==> src/mft_cfg.svh <==
// register map, field positions and reset values of the multifunction timer
`ifndef TIMER_CFG_SVH
`define TIMER_CFG_SVH
`define OFS_CONTROL     8'h00
`define OFS_PRESCALE    8'h04
`define OFS_FIRST_CNT   8'h08
`define OFS_SECOND_CNT  8'h0c
`define OFS_HOLD_A      8'h10
`define OFS_HOLD_B      8'h14
`define OFS_IRQ_ENABLE  8'h18
`define OFS_PENDING     8'h1c
`define OFS_PIN_SELECT  8'h44
`define CTL_MODE_LO     0
`define CTL_MODE_HI     2
`define CTL_ENABLE      3
`define CTL_START_LVL   4
`define CTL_A_RISE      5
`define CTL_B_RISE      6
`define CTL_A_PRESET    7
`define CTL_B_PRESET    8
`define CTL_PULSE_TRAIN 9
`define CTL_CKC1_LO     10
`define CTL_CKC1_HI     12
`define CTL_CKC2_LO     13
`define CTL_CKC2_HI     15
`define CTL_W           16
`define PND_A           0
`define PND_B           1
`define PND_UF1         2
`define PND_UF2         3
`define PND_W           4
`define SEL_FIELD_W     8
`define RST_CTRL        16'h0000
`define RST_PRESCALE    8'h00
`define RST_PIN_SELECT  32'h0000_0000
`endif

==> src/mft_pkg.sv <==
// types shared by the multifunction timer modules
`default_nettype none
package timer_pkg;
  typedef enum logic [2:0] {
    MODE_PWM      = 3'h0,
    MODE_CAPTURE2 = 3'h1,
    MODE_DUAL     = 3'h2,
    MODE_CAPTURE1 = 3'h3
  } mode_t;
  typedef enum logic [2:0] {
    CKC_NONE      = 3'h0,
    CKC_PRESCALE  = 3'h1,
    CKC_EXT_EVENT = 3'h2,
    CKC_PULSE_ACC = 3'h3
  } ckc_t;
  // gray order idle -> lead-in -> a -> b -> a ...
  typedef enum logic [1:0] {
    PH_IDLE = 2'b00,
    PH_LEAD = 2'b01,
    PH_A    = 2'b11,
    PH_B    = 2'b10
  } phase_t;
endpackage
`default_nettype wire

==> src/timer_tick_if.sv <==
// tick and pin event signals passed to the timer core
`timescale 1ns/1ps
`default_nettype none
interface timer_tick_if;
  logic prescale_tick;
  logic a_event;
  logic b_event;
  logic b_level;
  modport prescaler (output prescale_tick);
  modport edges     (output a_event, output b_event, output b_level);
  modport core      (input prescale_tick, input a_event, input b_event, input b_level);
endinterface
`default_nettype wire

==> src/multifunction_timer.sv <==
// multifunction timer core: counters, hold registers, pwm and register port
// Notes on behaviour
// - two 16-bit down counters, independent except in pulse train mode, where counter two counts counter one underflows
// - hold a and b reload or capture
// - 8-bit programmable prescaler of system clock
// - per-counter clock select, including no-clock stop
// - pins a, b with edge select; a drives pwm
// - one interrupt line per counter
// - modes 1, 1a, 2, 3, 4 supported
// - mode 2 captures counter one on pin events
// - mode 3: a reloads first, b second
// - mode 4: a reloads, b captures
// - mode 1 counts down from software preload
// - underflow reloads alternately a then b
// - every restart takes first reload from a
// - underflow toggles pwm pin, no software needed
// - start level bit picks phase polarity
// - reload a sets pending a; reload b sets pending b only in mode 1
// - second counter underflow interrupt needs enable
// - mode field in main control register
// - pin select fields pick io in modes 2,4
//
// Decided for this implementation: strobed register access.
`timescale 1ns/1ps
`default_nettype none
`include "mft_cfg.svh"
module multifunction_timer
  import timer_pkg::*;
#(
  parameter int CNT_W       = 16,
  parameter int PRE_W       = 8,
  parameter int IO_N        = 15,
  parameter int DATA_W      = 32,
  parameter int TIMER_INDEX = 0
) (
  input  wire logic              sys_clk,
  input  wire logic              rst_n,
  input  wire logic [7:0]        addr,
  input  wire logic [DATA_W-1:0] wdata,
  input  wire logic              wr_strobe,
  input  wire logic              rd_strobe,
  output logic      [DATA_W-1:0] rdata,
  input  wire logic [IO_N-1:0]   io_in,
  input  wire logic              timer_pin_a_in,
  output logic                   timer_pin_a_out,
  output logic                   timer_pin_a_oe,
  input  wire logic              timer_pin_b_in,
  output logic                   irq_first,
  output logic                   irq_second
);
  localparam int SEL_A_LO = TIMER_INDEX * 2 * `SEL_FIELD_W;
  localparam int SEL_B_LO = SEL_A_LO + `SEL_FIELD_W;

  logic [`CTL_W-1:0]  ctrl_r;
  logic [PRE_W-1:0]   prescale_r;
  logic [CNT_W-1:0]   cnt1_r;
  logic [CNT_W-1:0]   cnt2_r;
  logic [CNT_W-1:0]   hold_a_r;
  logic [CNT_W-1:0]   hold_b_r;
  logic [`PND_W-1:0]  ien_r;
  logic [`PND_W-1:0]  pend_r;
  logic [`PND_W-1:0]  pend_nxt;
  logic [DATA_W-1:0]  sel_r;
  logic [DATA_W-1:0]  rdata_r;
  phase_t             phase_r;
  mode_t              mode;
  mode_t              mode_prev_r;
  ckc_t               ckc1;
  ckc_t               ckc2;
  logic               pwm_r;
  logic               pwm_oe_r;
  logic               pt_done_r;
  logic               en;
  logic               start_lvl;
  logic               pulse_train;
  logic               pwm_mode;
  logic               restart;
  logic               tick1;
  logic               tick2;
  logic               uf1;
  logic               uf2;
  logic               pwm_a_ev;
  logic               pwm_b_ev;
  logic               reload_a_ev;
  logic               cap_a;
  logic               cap_b;
  logic               preset_ev;
  logic               pin_a_src;
  logic               pin_b_src;
  logic               capture_mode;
  logic               wr_ctrl;
  logic               wr_cnt1;
  logic               wr_cnt2;
  timer_tick_if       tk ();

  // pick one io by its select code; codes past the last io read low
  function automatic logic pick_io(input logic [IO_N-1:0] io, input logic [7:0] code);
    logic r;
    r = 1'b0;
    for (int i = 0; i < IO_N; i++) begin
      if (code == 8'(i)) begin
        r = io[i];
      end
    end
    return r;
  endfunction

  // clock source choice, shared by both counters
  function automatic logic clk_tick(input ckc_t sel, input logic pre, input logic bev,
                                    input logic blvl);
    logic t;
    t = 1'b0;
    case (sel)
      CKC_PRESCALE:  t = pre;
      CKC_EXT_EVENT: t = bev;
      CKC_PULSE_ACC: t = pre && blvl;
      default:       t = 1'b0;
    endcase
    return t;
  endfunction

  // control field decode
  assign mode        = mode_t'(ctrl_r[`CTL_MODE_HI:`CTL_MODE_LO]);
  assign en          = ctrl_r[`CTL_ENABLE];
  assign start_lvl   = ctrl_r[`CTL_START_LVL];
  assign ckc1        = ckc_t'(ctrl_r[`CTL_CKC1_HI:`CTL_CKC1_LO]);
  assign ckc2        = ckc_t'(ctrl_r[`CTL_CKC2_HI:`CTL_CKC2_LO]);
  assign pulse_train = (mode == MODE_PWM) && ctrl_r[`CTL_PULSE_TRAIN];
  assign pwm_mode    = en && (mode == MODE_PWM);
  assign wr_ctrl     = wr_strobe && (addr == `OFS_CONTROL);
  assign wr_cnt1     = wr_strobe && (addr == `OFS_FIRST_CNT);
  assign wr_cnt2     = wr_strobe && (addr == `OFS_SECOND_CNT);

  // io routing applies only to the capture modes
  assign capture_mode = (mode == MODE_CAPTURE2) || (mode == MODE_CAPTURE1);
  assign pin_a_src = capture_mode ? pick_io(io_in, sel_r[SEL_A_LO +: `SEL_FIELD_W])
                                  : timer_pin_a_in;
  assign pin_b_src = capture_mode ? pick_io(io_in, sel_r[SEL_B_LO +: `SEL_FIELD_W])
                                  : timer_pin_b_in;

  clock_prescaler #(
    .PRE_W (PRE_W)
  ) u_prescaler (
    .sys_clk (sys_clk),
    .rst_n   (rst_n),
    .run     (en),
    .divide  (prescale_r),
    .tk      (tk.prescaler)
  );

  pin_edge_detector u_edges (
    .sys_clk (sys_clk),
    .rst_n   (rst_n),
    .pin_a   (pin_a_src),
    .pin_b   (pin_b_src),
    .a_rise  (ctrl_r[`CTL_A_RISE]),
    .b_rise  (ctrl_r[`CTL_B_RISE]),
    .ev      (tk.edges)
  );

  // counter ticks; mode 2 cannot clock counter one from pin b
  always_comb begin
    tick1 = en && clk_tick(ckc1, tk.prescale_tick, tk.b_event, tk.b_level);
    if (mode == MODE_CAPTURE2 && (ckc1 == CKC_EXT_EVENT || ckc1 == CKC_PULSE_ACC)) begin
      tick1 = 1'b0;
    end
    if (pulse_train && pt_done_r) begin
      tick1 = 1'b0;
    end
    uf1 = tick1 && (cnt1_r == '0);
    if (pulse_train) begin
      tick2 = en && uf1;
    end else begin
      tick2 = en && clk_tick(ckc2, tk.prescale_tick, tk.b_event, tk.b_level);
    end
    uf2 = tick2 && (cnt2_r == '0);
  end

  // restart conditions send the reload sequence back to register a
  assign restart  = !pwm_mode || (ckc1 == CKC_NONE) || (mode_prev_r != MODE_PWM);
  assign pwm_a_ev = pwm_mode && uf1 && !restart && (phase_r != PH_A);
  assign pwm_b_ev = pwm_mode && uf1 && !restart && (phase_r == PH_A);
  assign reload_a_ev = pwm_a_ev ||
                       (en && uf1 && (mode == MODE_DUAL || mode == MODE_CAPTURE1));
  assign cap_a     = en && (mode == MODE_CAPTURE2) && tk.a_event;
  assign cap_b     = en && capture_mode && tk.b_event;
  assign preset_ev = (cap_a && ctrl_r[`CTL_A_PRESET]) || (cap_b && ctrl_r[`CTL_B_PRESET]);

  // software visible configuration registers
  always_ff @(posedge sys_clk) begin
    if (!rst_n) begin
      ctrl_r     <= `RST_CTRL;
      prescale_r <= `RST_PRESCALE;
      ien_r      <= '0;
      sel_r      <= `RST_PIN_SELECT;
    end else if (wr_strobe) begin
      case (addr)
        `OFS_CONTROL:    ctrl_r     <= wdata[`CTL_W-1:0];
        `OFS_PRESCALE:   prescale_r <= wdata[PRE_W-1:0];
        `OFS_IRQ_ENABLE: ien_r      <= wdata[`PND_W-1:0];
        `OFS_PIN_SELECT: sel_r      <= wdata;
        default: ;
      endcase
    end
  end

  // first counter: software preload wins, then preset, reload, count
  always_ff @(posedge sys_clk) begin
    if (!rst_n) begin
      cnt1_r <= '0;
    end else if (wr_cnt1) begin
      cnt1_r <= wdata[CNT_W-1:0];
    end else if (preset_ev) begin
      cnt1_r <= '1;
    end else if (uf1) begin
      case (mode)
        MODE_PWM:      cnt1_r <= (phase_r == PH_A) ? hold_b_r : hold_a_r;
        MODE_DUAL:     cnt1_r <= hold_a_r;
        MODE_CAPTURE1: cnt1_r <= hold_a_r;
        default:       cnt1_r <= '1;
      endcase
    end else if (tick1) begin
      cnt1_r <= cnt1_r - 1'b1;
    end
  end

  // second counter; pulse train stops at zero instead of wrapping
  always_ff @(posedge sys_clk) begin
    if (!rst_n) begin
      cnt2_r <= '0;
    end else if (wr_cnt2) begin
      cnt2_r <= wdata[CNT_W-1:0];
    end else if (uf2) begin
      if (pulse_train) begin
        cnt2_r <= '0;
      end else if (mode == MODE_DUAL) begin
        cnt2_r <= hold_b_r;
      end else begin
        cnt2_r <= '1;
      end
    end else if (tick2) begin
      cnt2_r <= cnt2_r - 1'b1;
    end
  end

  // pulse train end gates counter one until software reloads counter two
  always_ff @(posedge sys_clk) begin
    if (!rst_n || !pulse_train || wr_cnt2) begin
      pt_done_r <= 1'b0;
    end else if (uf2) begin
      pt_done_r <= 1'b1;
    end
  end

  // hold registers; a capture beats a same-cycle software write
  always_ff @(posedge sys_clk) begin
    if (!rst_n) begin
      hold_a_r <= '0;
      hold_b_r <= '0;
    end else begin
      if (cap_a) begin
        hold_a_r <= cnt1_r;
      end else if (wr_strobe && addr == `OFS_HOLD_A) begin
        hold_a_r <= wdata[CNT_W-1:0];
      end
      if (cap_b) begin
        hold_b_r <= cnt1_r;
      end else if (wr_strobe && addr == `OFS_HOLD_B) begin
        hold_b_r <= wdata[CNT_W-1:0];
      end
    end
  end

  // reload phase sequencer
  always_ff @(posedge sys_clk) begin
    if (!rst_n) begin
      phase_r     <= PH_IDLE;
      mode_prev_r <= MODE_PWM;
    end else begin
      mode_prev_r <= en ? mode : MODE_CAPTURE2;
      if (restart) begin
        phase_r <= PH_IDLE;
      end else if (pwm_a_ev) begin
        phase_r <= PH_A;
      end else if (pwm_b_ev) begin
        phase_r <= PH_B;
      end else if (phase_r == PH_IDLE) begin
        phase_r <= PH_LEAD;
      end
    end
  end

  // pwm pin: a phase at the start level, b phase and lead-in opposite
  always_ff @(posedge sys_clk) begin
    if (!rst_n) begin
      pwm_r    <= 1'b1;
      pwm_oe_r <= 1'b0;
    end else begin
      pwm_oe_r <= en && (mode == MODE_PWM || mode == MODE_DUAL);
      if (pwm_mode) begin
        if (restart) begin
          pwm_r <= !start_lvl;
        end else if (pwm_a_ev) begin
          pwm_r <= start_lvl;
        end else if (pwm_b_ev) begin
          pwm_r <= !start_lvl;
        end
      end else if (en && mode == MODE_DUAL) begin
        if (uf1) begin
          pwm_r <= !pwm_r; // 50 percent clock in dual timer mode
        end
      end else begin
        pwm_r <= !start_lvl;
      end
    end
  end

  // pending flags: a hardware set wins over a write-one clear
  always_comb begin
    pend_nxt = pend_r;
    if (wr_strobe && addr == `OFS_PENDING) begin
      pend_nxt = pend_r & ~wdata[`PND_W-1:0];
    end
    pend_nxt[`PND_A]   = pend_nxt[`PND_A] || reload_a_ev || cap_a;
    pend_nxt[`PND_B]   = pend_nxt[`PND_B] || pwm_b_ev || cap_b;
    pend_nxt[`PND_UF1] = pend_nxt[`PND_UF1] || (uf1 && mode == MODE_CAPTURE2);
    pend_nxt[`PND_UF2] = pend_nxt[`PND_UF2] || uf2;
  end

  always_ff @(posedge sys_clk) begin
    if (!rst_n) begin
      pend_r <= '0;
    end else begin
      pend_r <= pend_nxt;
    end
  end

  // read data stand for exactly one cycle, zero otherwise and for holes
  always_ff @(posedge sys_clk) begin
    if (!rst_n || !rd_strobe) begin
      rdata_r <= '0;
    end else begin
      case (addr)
        `OFS_CONTROL:    rdata_r <= DATA_W'(ctrl_r);
        `OFS_PRESCALE:   rdata_r <= DATA_W'(prescale_r);
        `OFS_FIRST_CNT:  rdata_r <= DATA_W'(cnt1_r);
        `OFS_SECOND_CNT: rdata_r <= DATA_W'(cnt2_r);
        `OFS_HOLD_A:     rdata_r <= DATA_W'(hold_a_r);
        `OFS_HOLD_B:     rdata_r <= DATA_W'(hold_b_r);
        `OFS_IRQ_ENABLE: rdata_r <= DATA_W'(ien_r);
        `OFS_PENDING:    rdata_r <= DATA_W'(pend_r);
        `OFS_PIN_SELECT: rdata_r <= sel_r;
        default:         rdata_r <= '0;
      endcase
    end
  end

  assign rdata           = rdata_r;
  assign timer_pin_a_out = pwm_r;
  assign timer_pin_a_oe  = pwm_oe_r;
  // interrupt lines; counter two underflow only when enabled
  assign irq_first  = |(pend_r[`PND_UF1:`PND_A] & ien_r[`PND_UF1:`PND_A]);
  assign irq_second = pend_r[`PND_UF2] && ien_r[`PND_UF2];

  property p_count_down;
    @(posedge sys_clk) disable iff (!rst_n)
    tick1 && (cnt1_r != '0) && !wr_cnt1 && !preset_ev |=> cnt1_r == $past(cnt1_r) - 1'b1;
  endproperty
  a_count_down: assert property (p_count_down)
    else $error("counter one did not count down");

  property p_reload_b;
    @(posedge sys_clk) disable iff (!rst_n)
    pwm_b_ev && !wr_cnt1 |=> (cnt1_r == $past(hold_b_r)) && (phase_r == PH_B);
  endproperty
  a_reload_b: assert property (p_reload_b)
    else $error("second reload not from hold b");

  property p_first_a;
    @(posedge sys_clk) disable iff (!rst_n)
    pwm_a_ev && !wr_cnt1 |=> (cnt1_r == $past(hold_a_r)) && (phase_r == PH_A);
  endproperty
  a_first_a: assert property (p_first_a)
    else $error("reload after restart not from hold a");

  property p_restart_idle;
    @(posedge sys_clk) disable iff (!rst_n)
    pwm_mode && (ckc1 == CKC_NONE) |=> phase_r == PH_IDLE;
  endproperty
  a_restart_idle: assert property (p_restart_idle)
    else $error("no-clock did not reset reload order");

  property p_toggle;
    @(posedge sys_clk) disable iff (!rst_n)
    pwm_b_ev && (pwm_r == start_lvl) |=> timer_pin_a_out != $past(timer_pin_a_out);
  endproperty
  a_toggle: assert property (p_toggle)
    else $error("pwm pin did not toggle on underflow");

  property p_start_level;
    @(posedge sys_clk) disable iff (!rst_n)
    pwm_a_ev |=> timer_pin_a_out == $past(start_lvl);
  endproperty
  a_start_level: assert property (p_start_level)
    else $error("hold a phase not at start level");

  property p_pend_a;
    @(posedge sys_clk) disable iff (!rst_n)
    reload_a_ev |=> pend_r[`PND_A];
  endproperty
  a_pend_a: assert property (p_pend_a)
    else $error("reload a pending flag lost");

  property p_capture_a;
    @(posedge sys_clk) disable iff (!rst_n)
    cap_a |=> hold_a_r == $past(cnt1_r);
  endproperty
  a_capture_a: assert property (p_capture_a)
    else $error("pin a capture missed");

  property p_uf2_irq;
    @(posedge sys_clk) disable iff (!rst_n)
    uf2 |=> pend_r[`PND_UF2] && (irq_second == ien_r[`PND_UF2]);
  endproperty
  a_uf2_irq: assert property (p_uf2_irq)
    else $error("second counter underflow interrupt wrong");

  property p_dual_reload;
    @(posedge sys_clk) disable iff (!rst_n)
    uf2 && (mode == MODE_DUAL) && !wr_cnt2 |=> cnt2_r == $past(hold_b_r);
  endproperty
  a_dual_reload: assert property (p_dual_reload)
    else $error("mode 3 second counter not reloaded from hold b");
endmodule
`default_nettype wire

==> src/clock_prescaler.sv <==
// programmable divider of the system clock
`timescale 1ns/1ps
`default_nettype none
module clock_prescaler #(
  parameter int PRE_W = 8
) (
  input  wire logic             sys_clk,
  input  wire logic             rst_n,
  input  wire logic             run,
  input  wire logic [PRE_W-1:0] divide,
  timer_tick_if.prescaler       tk
);
  logic [PRE_W-1:0] count_r;

  // one tick every divide+1 clocks; restarts while stopped
  // >= so a divide lowered while running never waits for a wrap of the count
  always_ff @(posedge sys_clk) begin
    if (!rst_n || !run) begin
      count_r          <= '0;
      tk.prescale_tick <= 1'b0;
    end else if (count_r >= divide) begin
      count_r          <= '0;
      tk.prescale_tick <= 1'b1;
    end else begin
      count_r          <= count_r + 1'b1;
      tk.prescale_tick <= 1'b0;
    end
  end
endmodule
`default_nettype wire

==> src/pin_edge_detector.sv <==
// edge selection for pins a and b
`timescale 1ns/1ps
`default_nettype none
module pin_edge_detector (
  input  wire logic sys_clk,
  input  wire logic rst_n,
  input  wire logic pin_a,
  input  wire logic pin_b,
  input  wire logic a_rise,
  input  wire logic b_rise,
  timer_tick_if.edges ev
);
  logic a_prev_r;
  logic b_prev_r;

  // previous levels; reset loads the live pin so no false edge follows reset
  always_ff @(posedge sys_clk) begin
    if (!rst_n) begin
      a_prev_r <= pin_a;
      b_prev_r <= pin_b;
    end else begin
      a_prev_r <= pin_a;
      b_prev_r <= pin_b;
    end
  end

  // rising or falling edge per pin
  assign ev.a_event = a_rise ? (pin_a && !a_prev_r) : (!pin_a && a_prev_r);
  assign ev.b_event = b_rise ? (pin_b && !b_prev_r) : (!pin_b && b_prev_r);
  assign ev.b_level = pin_b;
endmodule
`default_nettype wire

==> config.mk <==
export PLATFORM = sky130hd
export DESIGN_NAME = multifunction_timer
export DESIGN_NICKNAME = d
export VERILOG_FILES = /design/src/mft_pkg.sv /design/src/timer_tick_if.sv /design/src/multifunction_timer.sv /design/src/clock_prescaler.sv /design/src/pin_edge_detector.sv
export VERILOG_INCLUDE_DIRS = /design/src
export SDC_FILE = /design/constraint.sdc
export NUM_CORES = 1
export LEC_CHECK = 0
export BUFFER_PORTS_ARGS = -buffer_cell sky130_fd_sc_hd__buf_2
export CAP_MARGIN = 20
export CORE_ASPECT_RATIO = 0.75
export CORE_MARGIN = 2
export CORE_UTILIZATION = 50
export DETAILED_ROUTE_END_ITERATION = 6
export GPL_ROUTABILITY_DRIVEN = 0
export GPL_TIMING_DRIVEN = 0
export PLACE_DENSITY = 0.72
export SLEW_MARGIN = 30
export SYNTH_ARGS = -nofsm -noshare
export SYNTH_HDL_FRONTEND = slang
export SYNTH_SLANG_ARGS = --single-unit
==> constraint.sdc <==
create_clock -name sys_clk -period 3.1 [get_ports sys_clk]
set_input_delay 0.62 -clock sys_clk [delete_from_list [all_inputs] [get_ports sys_clk]]
set_output_delay 0.62 -clock sys_clk [all_outputs]
set_load 0.005 [all_outputs]
* Yosys cells after proc, flatten, opt, wreduce, memory -nomap -nowiden
Cells that the tools add are included.
** Operators by class
- Add/sub/neg operators :: 3
- Eq/ne operators :: 49
- Muxes and demuxes :: 68
- Magnitude comparators :: 1
- Reductions and logical operators :: 88
- Bitwise logic cells :: 4
** Operators with widths (count)
- 32-bit one-hot mux with 9 select lines :: 1
- 16-bit 2-to-1 mux :: 14
- 8-bit by 4-bit == test with 1-bit output (second input constant) :: 16
- 8-bit by 3-bit == test with 1-bit output (second input constant) :: 9
- 1-bit 2-to-1 mux :: 46
- 1-bit logical AND :: 34
- 8-bit by 2-bit == test with 1-bit output (second input constant) :: 4
- 8-bit by 5-bit == test with 1-bit output (second input constant) :: 4
- 16-bit logical NOT :: 2
- 16-bit one-hot mux with 2 select lines :: 1
- 16-bit by 1-bit subtractor with 16-bit output (second input constant) :: 2
- 8-bit logical NOT :: 3
- 3-bit by 2-bit == test with 1-bit output (second input constant) :: 6
- 1-bit logical OR :: 18
- 8-bit by 1-bit == test with 1-bit output (second input constant) :: 2
- 1-bit logical NOT :: 12
- 2-bit AND reduction :: 6
- 3-bit by 1-bit == test with 1-bit output (second input constant) :: 3
- 3-bit nonzero test :: 3
- 8-bit by 1-bit adder with 8-bit output (second input constant) :: 1
- 8-bit by 7-bit == test with 1-bit output (second input constant) :: 1
- 8-bit >= comparator :: 1
- 3-bit logical NOT :: 2
- 2-bit 2-to-1 mux :: 3
- other kinds (15) :: 19
** Storage, ports and cells
- Output and inout bits :: 36
- Bits in registers :: 179
- Input bits :: 61
- Word-level logic and storage cells :: 233

* Logic depth before layout (Yosys ltp)
- Depth after elaboration :: 32
- Mapped depth :: 15
- Gate-level depth less buffers :: 11

* Modules after synthesis
From an unflattened synthesis, not the netlist that was laid out.
** Unflattened totals
- Cells, all modules :: 1144
- Area total of the unflattened synthesis :: 9280.2 um^2
** Modules (own cells, without submodules)
- multifunction_timer :: area each 8622.0 um^2, cells each 1074, seq. area each 3363.2 um^2, instances 1
- clock_prescaler :: area each 569.3 um^2, cells each 61, seq. area each 180.2 um^2, instances 1
- pin_edge_detector :: area each 88.8 um^2, cells each 9, seq. area each 40.0 um^2, instances 1

* Worst setup path before layout
No wires, ideal clock.
- Path kind :: flip-flop to flip-flop
- Start point :: register cnt1_r[0]
- End point :: register cnt2_r[8]
- Data arrival time :: 3072 ps
- Cell stages (with the launch flop) :: 16
- Path slack :: -97 ps
- Path buffers :: 4
- Clock period less this slack :: 3197 ps
- Required time :: 2975 ps
- Setup time :: 125 ps
- Cells stage by stage :: dfxtp_1 -> clkbuf_1 -> inv_1 -> ha_1 -> or3b_1 -> or4_4 -> buf_6 -> or3_4 -> buf_6 -> nor2_4 -> nand3_2 -> o311ai_2 -> a22oi_4 -> buf_2 -> o31ai_1 -> a21oi_1
** On the way
- Cells in the longest elaborated chain, start to end :: 7
- Elaborated cells on any way between the ends :: 8
- Those cells by class :: 3 x mux; 5 x reduce/logical
** Ends and longest elaborated chain
- start, declared :: RTL line multifunction_timer.sv:56 : logic [CNT_W-1:0] cnt1_r;
- start signal, assigned :: RTL line multifunction_timer.sv:212 : cnt1_r <= wdata[CNT_W-1:0];
- start signal, assigned :: RTL line multifunction_timer.sv:217 : MODE_PWM: cnt1_r <= (phase_r == PH_A) ? hold_b_r : hold_a_r;
- start signal, assigned :: RTL line multifunction_timer.sv:218 : MODE_DUAL: cnt1_r <= hold_a_r;
- 16-bit logical NOT (*) :: RTL line multifunction_timer.sv:170 : uf1 = tick1 && (cnt1_r == '0);
- 1-bit logical AND (*) :: RTL line multifunction_timer.sv:170
- 1-bit logical AND (*) :: RTL line multifunction_timer.sv:172 : tick2 = en && uf1;
- 1-bit 2-to-1 mux (*) :: RTL line multifunction_timer.sv:171 : if (pulse_train) begin
- 1-bit logical AND :: RTL line multifunction_timer.sv:176 : uf2 = tick2 && (cnt2_r == '0);
- 16-bit 2-to-1 mux :: RTL line multifunction_timer.sv:233 : end else if (uf2) begin
- 16-bit 2-to-1 mux :: RTL line multifunction_timer.sv:231 : end else if (wr_cnt2) begin
- end signal, assigned :: RTL line multifunction_timer.sv:232 : cnt2_r <= wdata[CNT_W-1:0];
- end signal, assigned :: RTL line multifunction_timer.sv:237 : cnt2_r <= hold_b_r;
- end signal, assigned :: RTL line multifunction_timer.sv:242 : cnt2_r <= cnt2_r - 1'b1;
- end, declared :: RTL line multifunction_timer.sv:57 : logic [CNT_W-1:0] cnt2_r;
Mark *: on every way between the ends. The rest lies on a longest branch, timed or not.
A chain may end at the register's enable or synchronous reset.

* Worst setup path in the final report
- Start point :: register cnt1_r[0]
- End point :: register cnt2_r[2]
Same word-level chain as after synthesis.

==> results.md <==
- Static leakage: 0.00415 uW
- Transition time at the pin with the least slew margin: 0.935 ns
- WP data required: 3.44 ns
- Worst ir drop on vdd: 0.000288 V
- Final-report hold violation count: 0
- Antenna fix cells: 0
- Portion of the clock cycle consumed by the worst path in the final layout: 102%
- Hold_ws: 0.401 ns
- Setup violation total in the final timing report: 4
- Area share of the largest cell type after synthesis: 37.6%
- Dominant cell type by area after synthesis: dfxtp_1
- Total die area: 20,200 sq um
- Setup repair after global routing missed its margin: yes
- Number of different library cells in the post-synthesis netlist: 86
- Via count normalized by instance count: 6.51
- Number of routed nets with antenna violations: 0
- Number of enable flip-flop cells after synthesis: 0
- Clock buffer count from CTS: 17
- Vias: 10.3k
- Source-to-sink clock delay at the later pin of the worst-skew pair: 0.45 ns
- Post-layout net count: 1,392
- Total power divided by cell area: 418 nW/um^2
- Area of all placed cells without fillers: 11,300 sq um
- Setup total negative slack: -0.145 ns
- Max-capacitance violation count: 0
- Classification of the worst-slack hold path: input pin to flop
- TritonCTS clock tree: yes
- Run status: finished with violations
- Crit Path Class: flop to flop
- Wire length reported by the detailed router: 36,100 um
- Normalized max-slew margin: 37.1%
- Synthesized netlist cell count: 1,191
- Failing checks: design-rule violations, negative setup slack
- Clock buffer depth: 2
- Core ar.: 18,600 sq um
- Die X-Extent: 163 um
- Length of the first detailed-routing pass in iterations: 7
- Flip-flop cell with the highest count after synthesis: dfxtp_1
- Maximum level of the CTS H-tree: 4
- CTS hold repair buffers: 0
- Pins Over Slew Limit: 0
- Post-route setup slack: -0.0704 ns
- Worst Hold Path Cells: 3
- Dpl hpwl: 26,000 um
- CP Max Fanout: 6
- Endpoint type of the worst setup path: flop
- Detailed-route DRC error count: 5
- Setup Skew: 0.0120 ns
- WP data arrival: 3.51 ns
- First-pass GRT wire length: 53,400 um
- Total power: 4730 uW
- Achievable Freq: 315 MHz
- Share of cells above drive strength 1: 19.0%
- TritonCTS sink count: 179
- Vertical die dimension: 123 um
- Sequential-to-total area share from yosys stat: 37.6%
- Clk slew on worst S/H paths: 0.08 ns
- Drt first-iter violations: 1,702
- Mean cell area of the mapped netlist: 7.99 sq um
- Global-route usage over all layers: 35.5%
- Post-Syn Nets: 1,263
- Initial antenna violation count: 0
- R2r worst-path depth: 14
- Share of synthesized flip-flops with an asynchronous set or reset: 0%
- Register bit total from synthesis: 179
- Top Ports: 97
- Count of warnings emitted by yosys: 0
- Largest net degree at the start of global routing: 20
- Clock root buffer: clkbuf_16
- Total global routing overflow: 0
- Number of rows in the core area: 43
- Routed wirelength normalized by instance count: 22.8 um
- Area post-placement: 10,300 sq um
- Relative area change from synthesis to final layout: 19.0%
- Synth Cell Area: 9520 sq um
- Kind of launch point of the worst setup path: flop
- Via count of the first global-routing pass: 9,267
- Main area contributors after synthesis: dfxtp_1 (38%), nand2_1 (8.0%), a21oi_1 (5.2%)
- Effective utilization at floorplan: 51.3%
- Final critical delay including setup and external delays: 3.17 ns
- Buffers added on ports: 91
==> cells by family after synthesis <==
group	count (synthesis)	synth area share, %
simple gates	486	24.2
compound gates	334	23.8
flops	179	37.6
buf+inv	121	6.22
mux	39	4.78
xor+xnor	21	1.93
fa+ha+maj	11	1.45
==> power breakdown <==
part           switching (uW)  total [uW]  internal [uW]
Sequential               4.60        2300           2300
Clock                    1100        2170           1080
Combinational             180         256           76.8
==> worst max-delay path, cell delays in order, from the launching register on <==
cell,delay (ns)
dfxtp_4,0.36
inv_4,0.06
ha_4,0.13
or3b_4,0.38
or4_4,0.52
or3_4,0.40
buf_8,0.15
nand3b_4,0.15
o311ai_4,0.10
buf_12,0.17
a22oi_4,0.10
buf_6,0.20
buf_12,0.13
o21ai_2,0.13
a31oi_1,0.09
==> layout make-up <==
type                            count  area [sq um]
Inverter                           22          85.1
Buffer                             92           517
Clock inverter                     15           160
Fill cell                        1664          7240
Multi-Input combinational cell    891          5530
Sequential cell                   179          3590
Tap cell                          247           309
Clock buffer                       17           425
Timing Repair Buffer              117           704
==> layout by cell type (no fill, tap or decap), types with 23 or more instances in the layout <==
cell,instances
nand2_1,200
dfxtp_1,176
nor2_1,104
a21oi_1,95
buf_2,94
clkbuf_1,61
nand3_1,58
o21ai_0,57
a311oi_1,35
mux2i_1,32
a221oi_1,30
buf_4,23
==> sequential cells by signal, summed over array words and instances, names as in the netlist, 16 cells and up <==
name and count:
hold_b_r 16, cnt1_r 16, sel_r 32, cnt2_r 16, ctrl_r 16, hold_a_r 16
rdata 32
==> worst paths after layout <==
kind | end | startpoint | slack (ns)
max | cnt2_r[2] | cnt1_r[0] | -0.07
min | sel_r[30] | wdata[30] | 0.40
max reg2reg | cnt2_r[2] | cnt1_r[0] | -0.07
min reg2reg | sel_r[21] | sel_r[21] | 0.45
==> metrics by stage <==
step / std cells / util (%) / worst slack (ns)
2_1_floorplan: 1191 / - / -0.00156
5_1_grt: 1580 / 61.0 / -0.155
3_3_place_gp: 1529 / 55.6 / -0.706
6_report: 1580 / 61.0 / -0.0704
3_5_place_dp: 1529 / 55.6 / -0.712
4_1_cts: 1572 / 59.8 / 0.0000864
==> timing repair <==
| item | 4_1_cts | 5_1_grt |
|---|---|---|
| endpoints found under the hold margin | 0 | 0 |
| gates resized for setup | 35 | 45 |
| setup endpoints to repair | 54 | 76 |
| pin swaps | 10 | 19 |
| buffers inserted | 18 | 7 |
| gates cloned | 0 | 1 |
==> synthesized netlist by cell type, types with 18 or more instances <==
cell	number
o21ai_0	65
nand3_1	58
mux2i_1	32
a311oi_1	35
nor2_1	106
nand2_1	204
a21oi_1	98
a22oi_1	18
nor3_1	23
dfxtp_1	179
clkbuf_1	74
inv_1	21
and2_1	20
a221oi_1	31
==> routing by layer <==
| metal | wire (um) | share of wire (%) | track usage [%] | up-vias |
|---|---|---|---|---|
| li1 | - | - | - | 4559 |
| met1 | 14200 | 39 | 47.3 | 4770 |
| met2 | 14100 | 39 | 49.5 | 817 |
| met3 | 6530 | 18 | 18.1 | 138 |
| met4 | 1200 | 3.3 | 11.5 | 2 |
| met5 | 26 | 0.072 | 0 | - |
(Power assumes the default switching activity.)
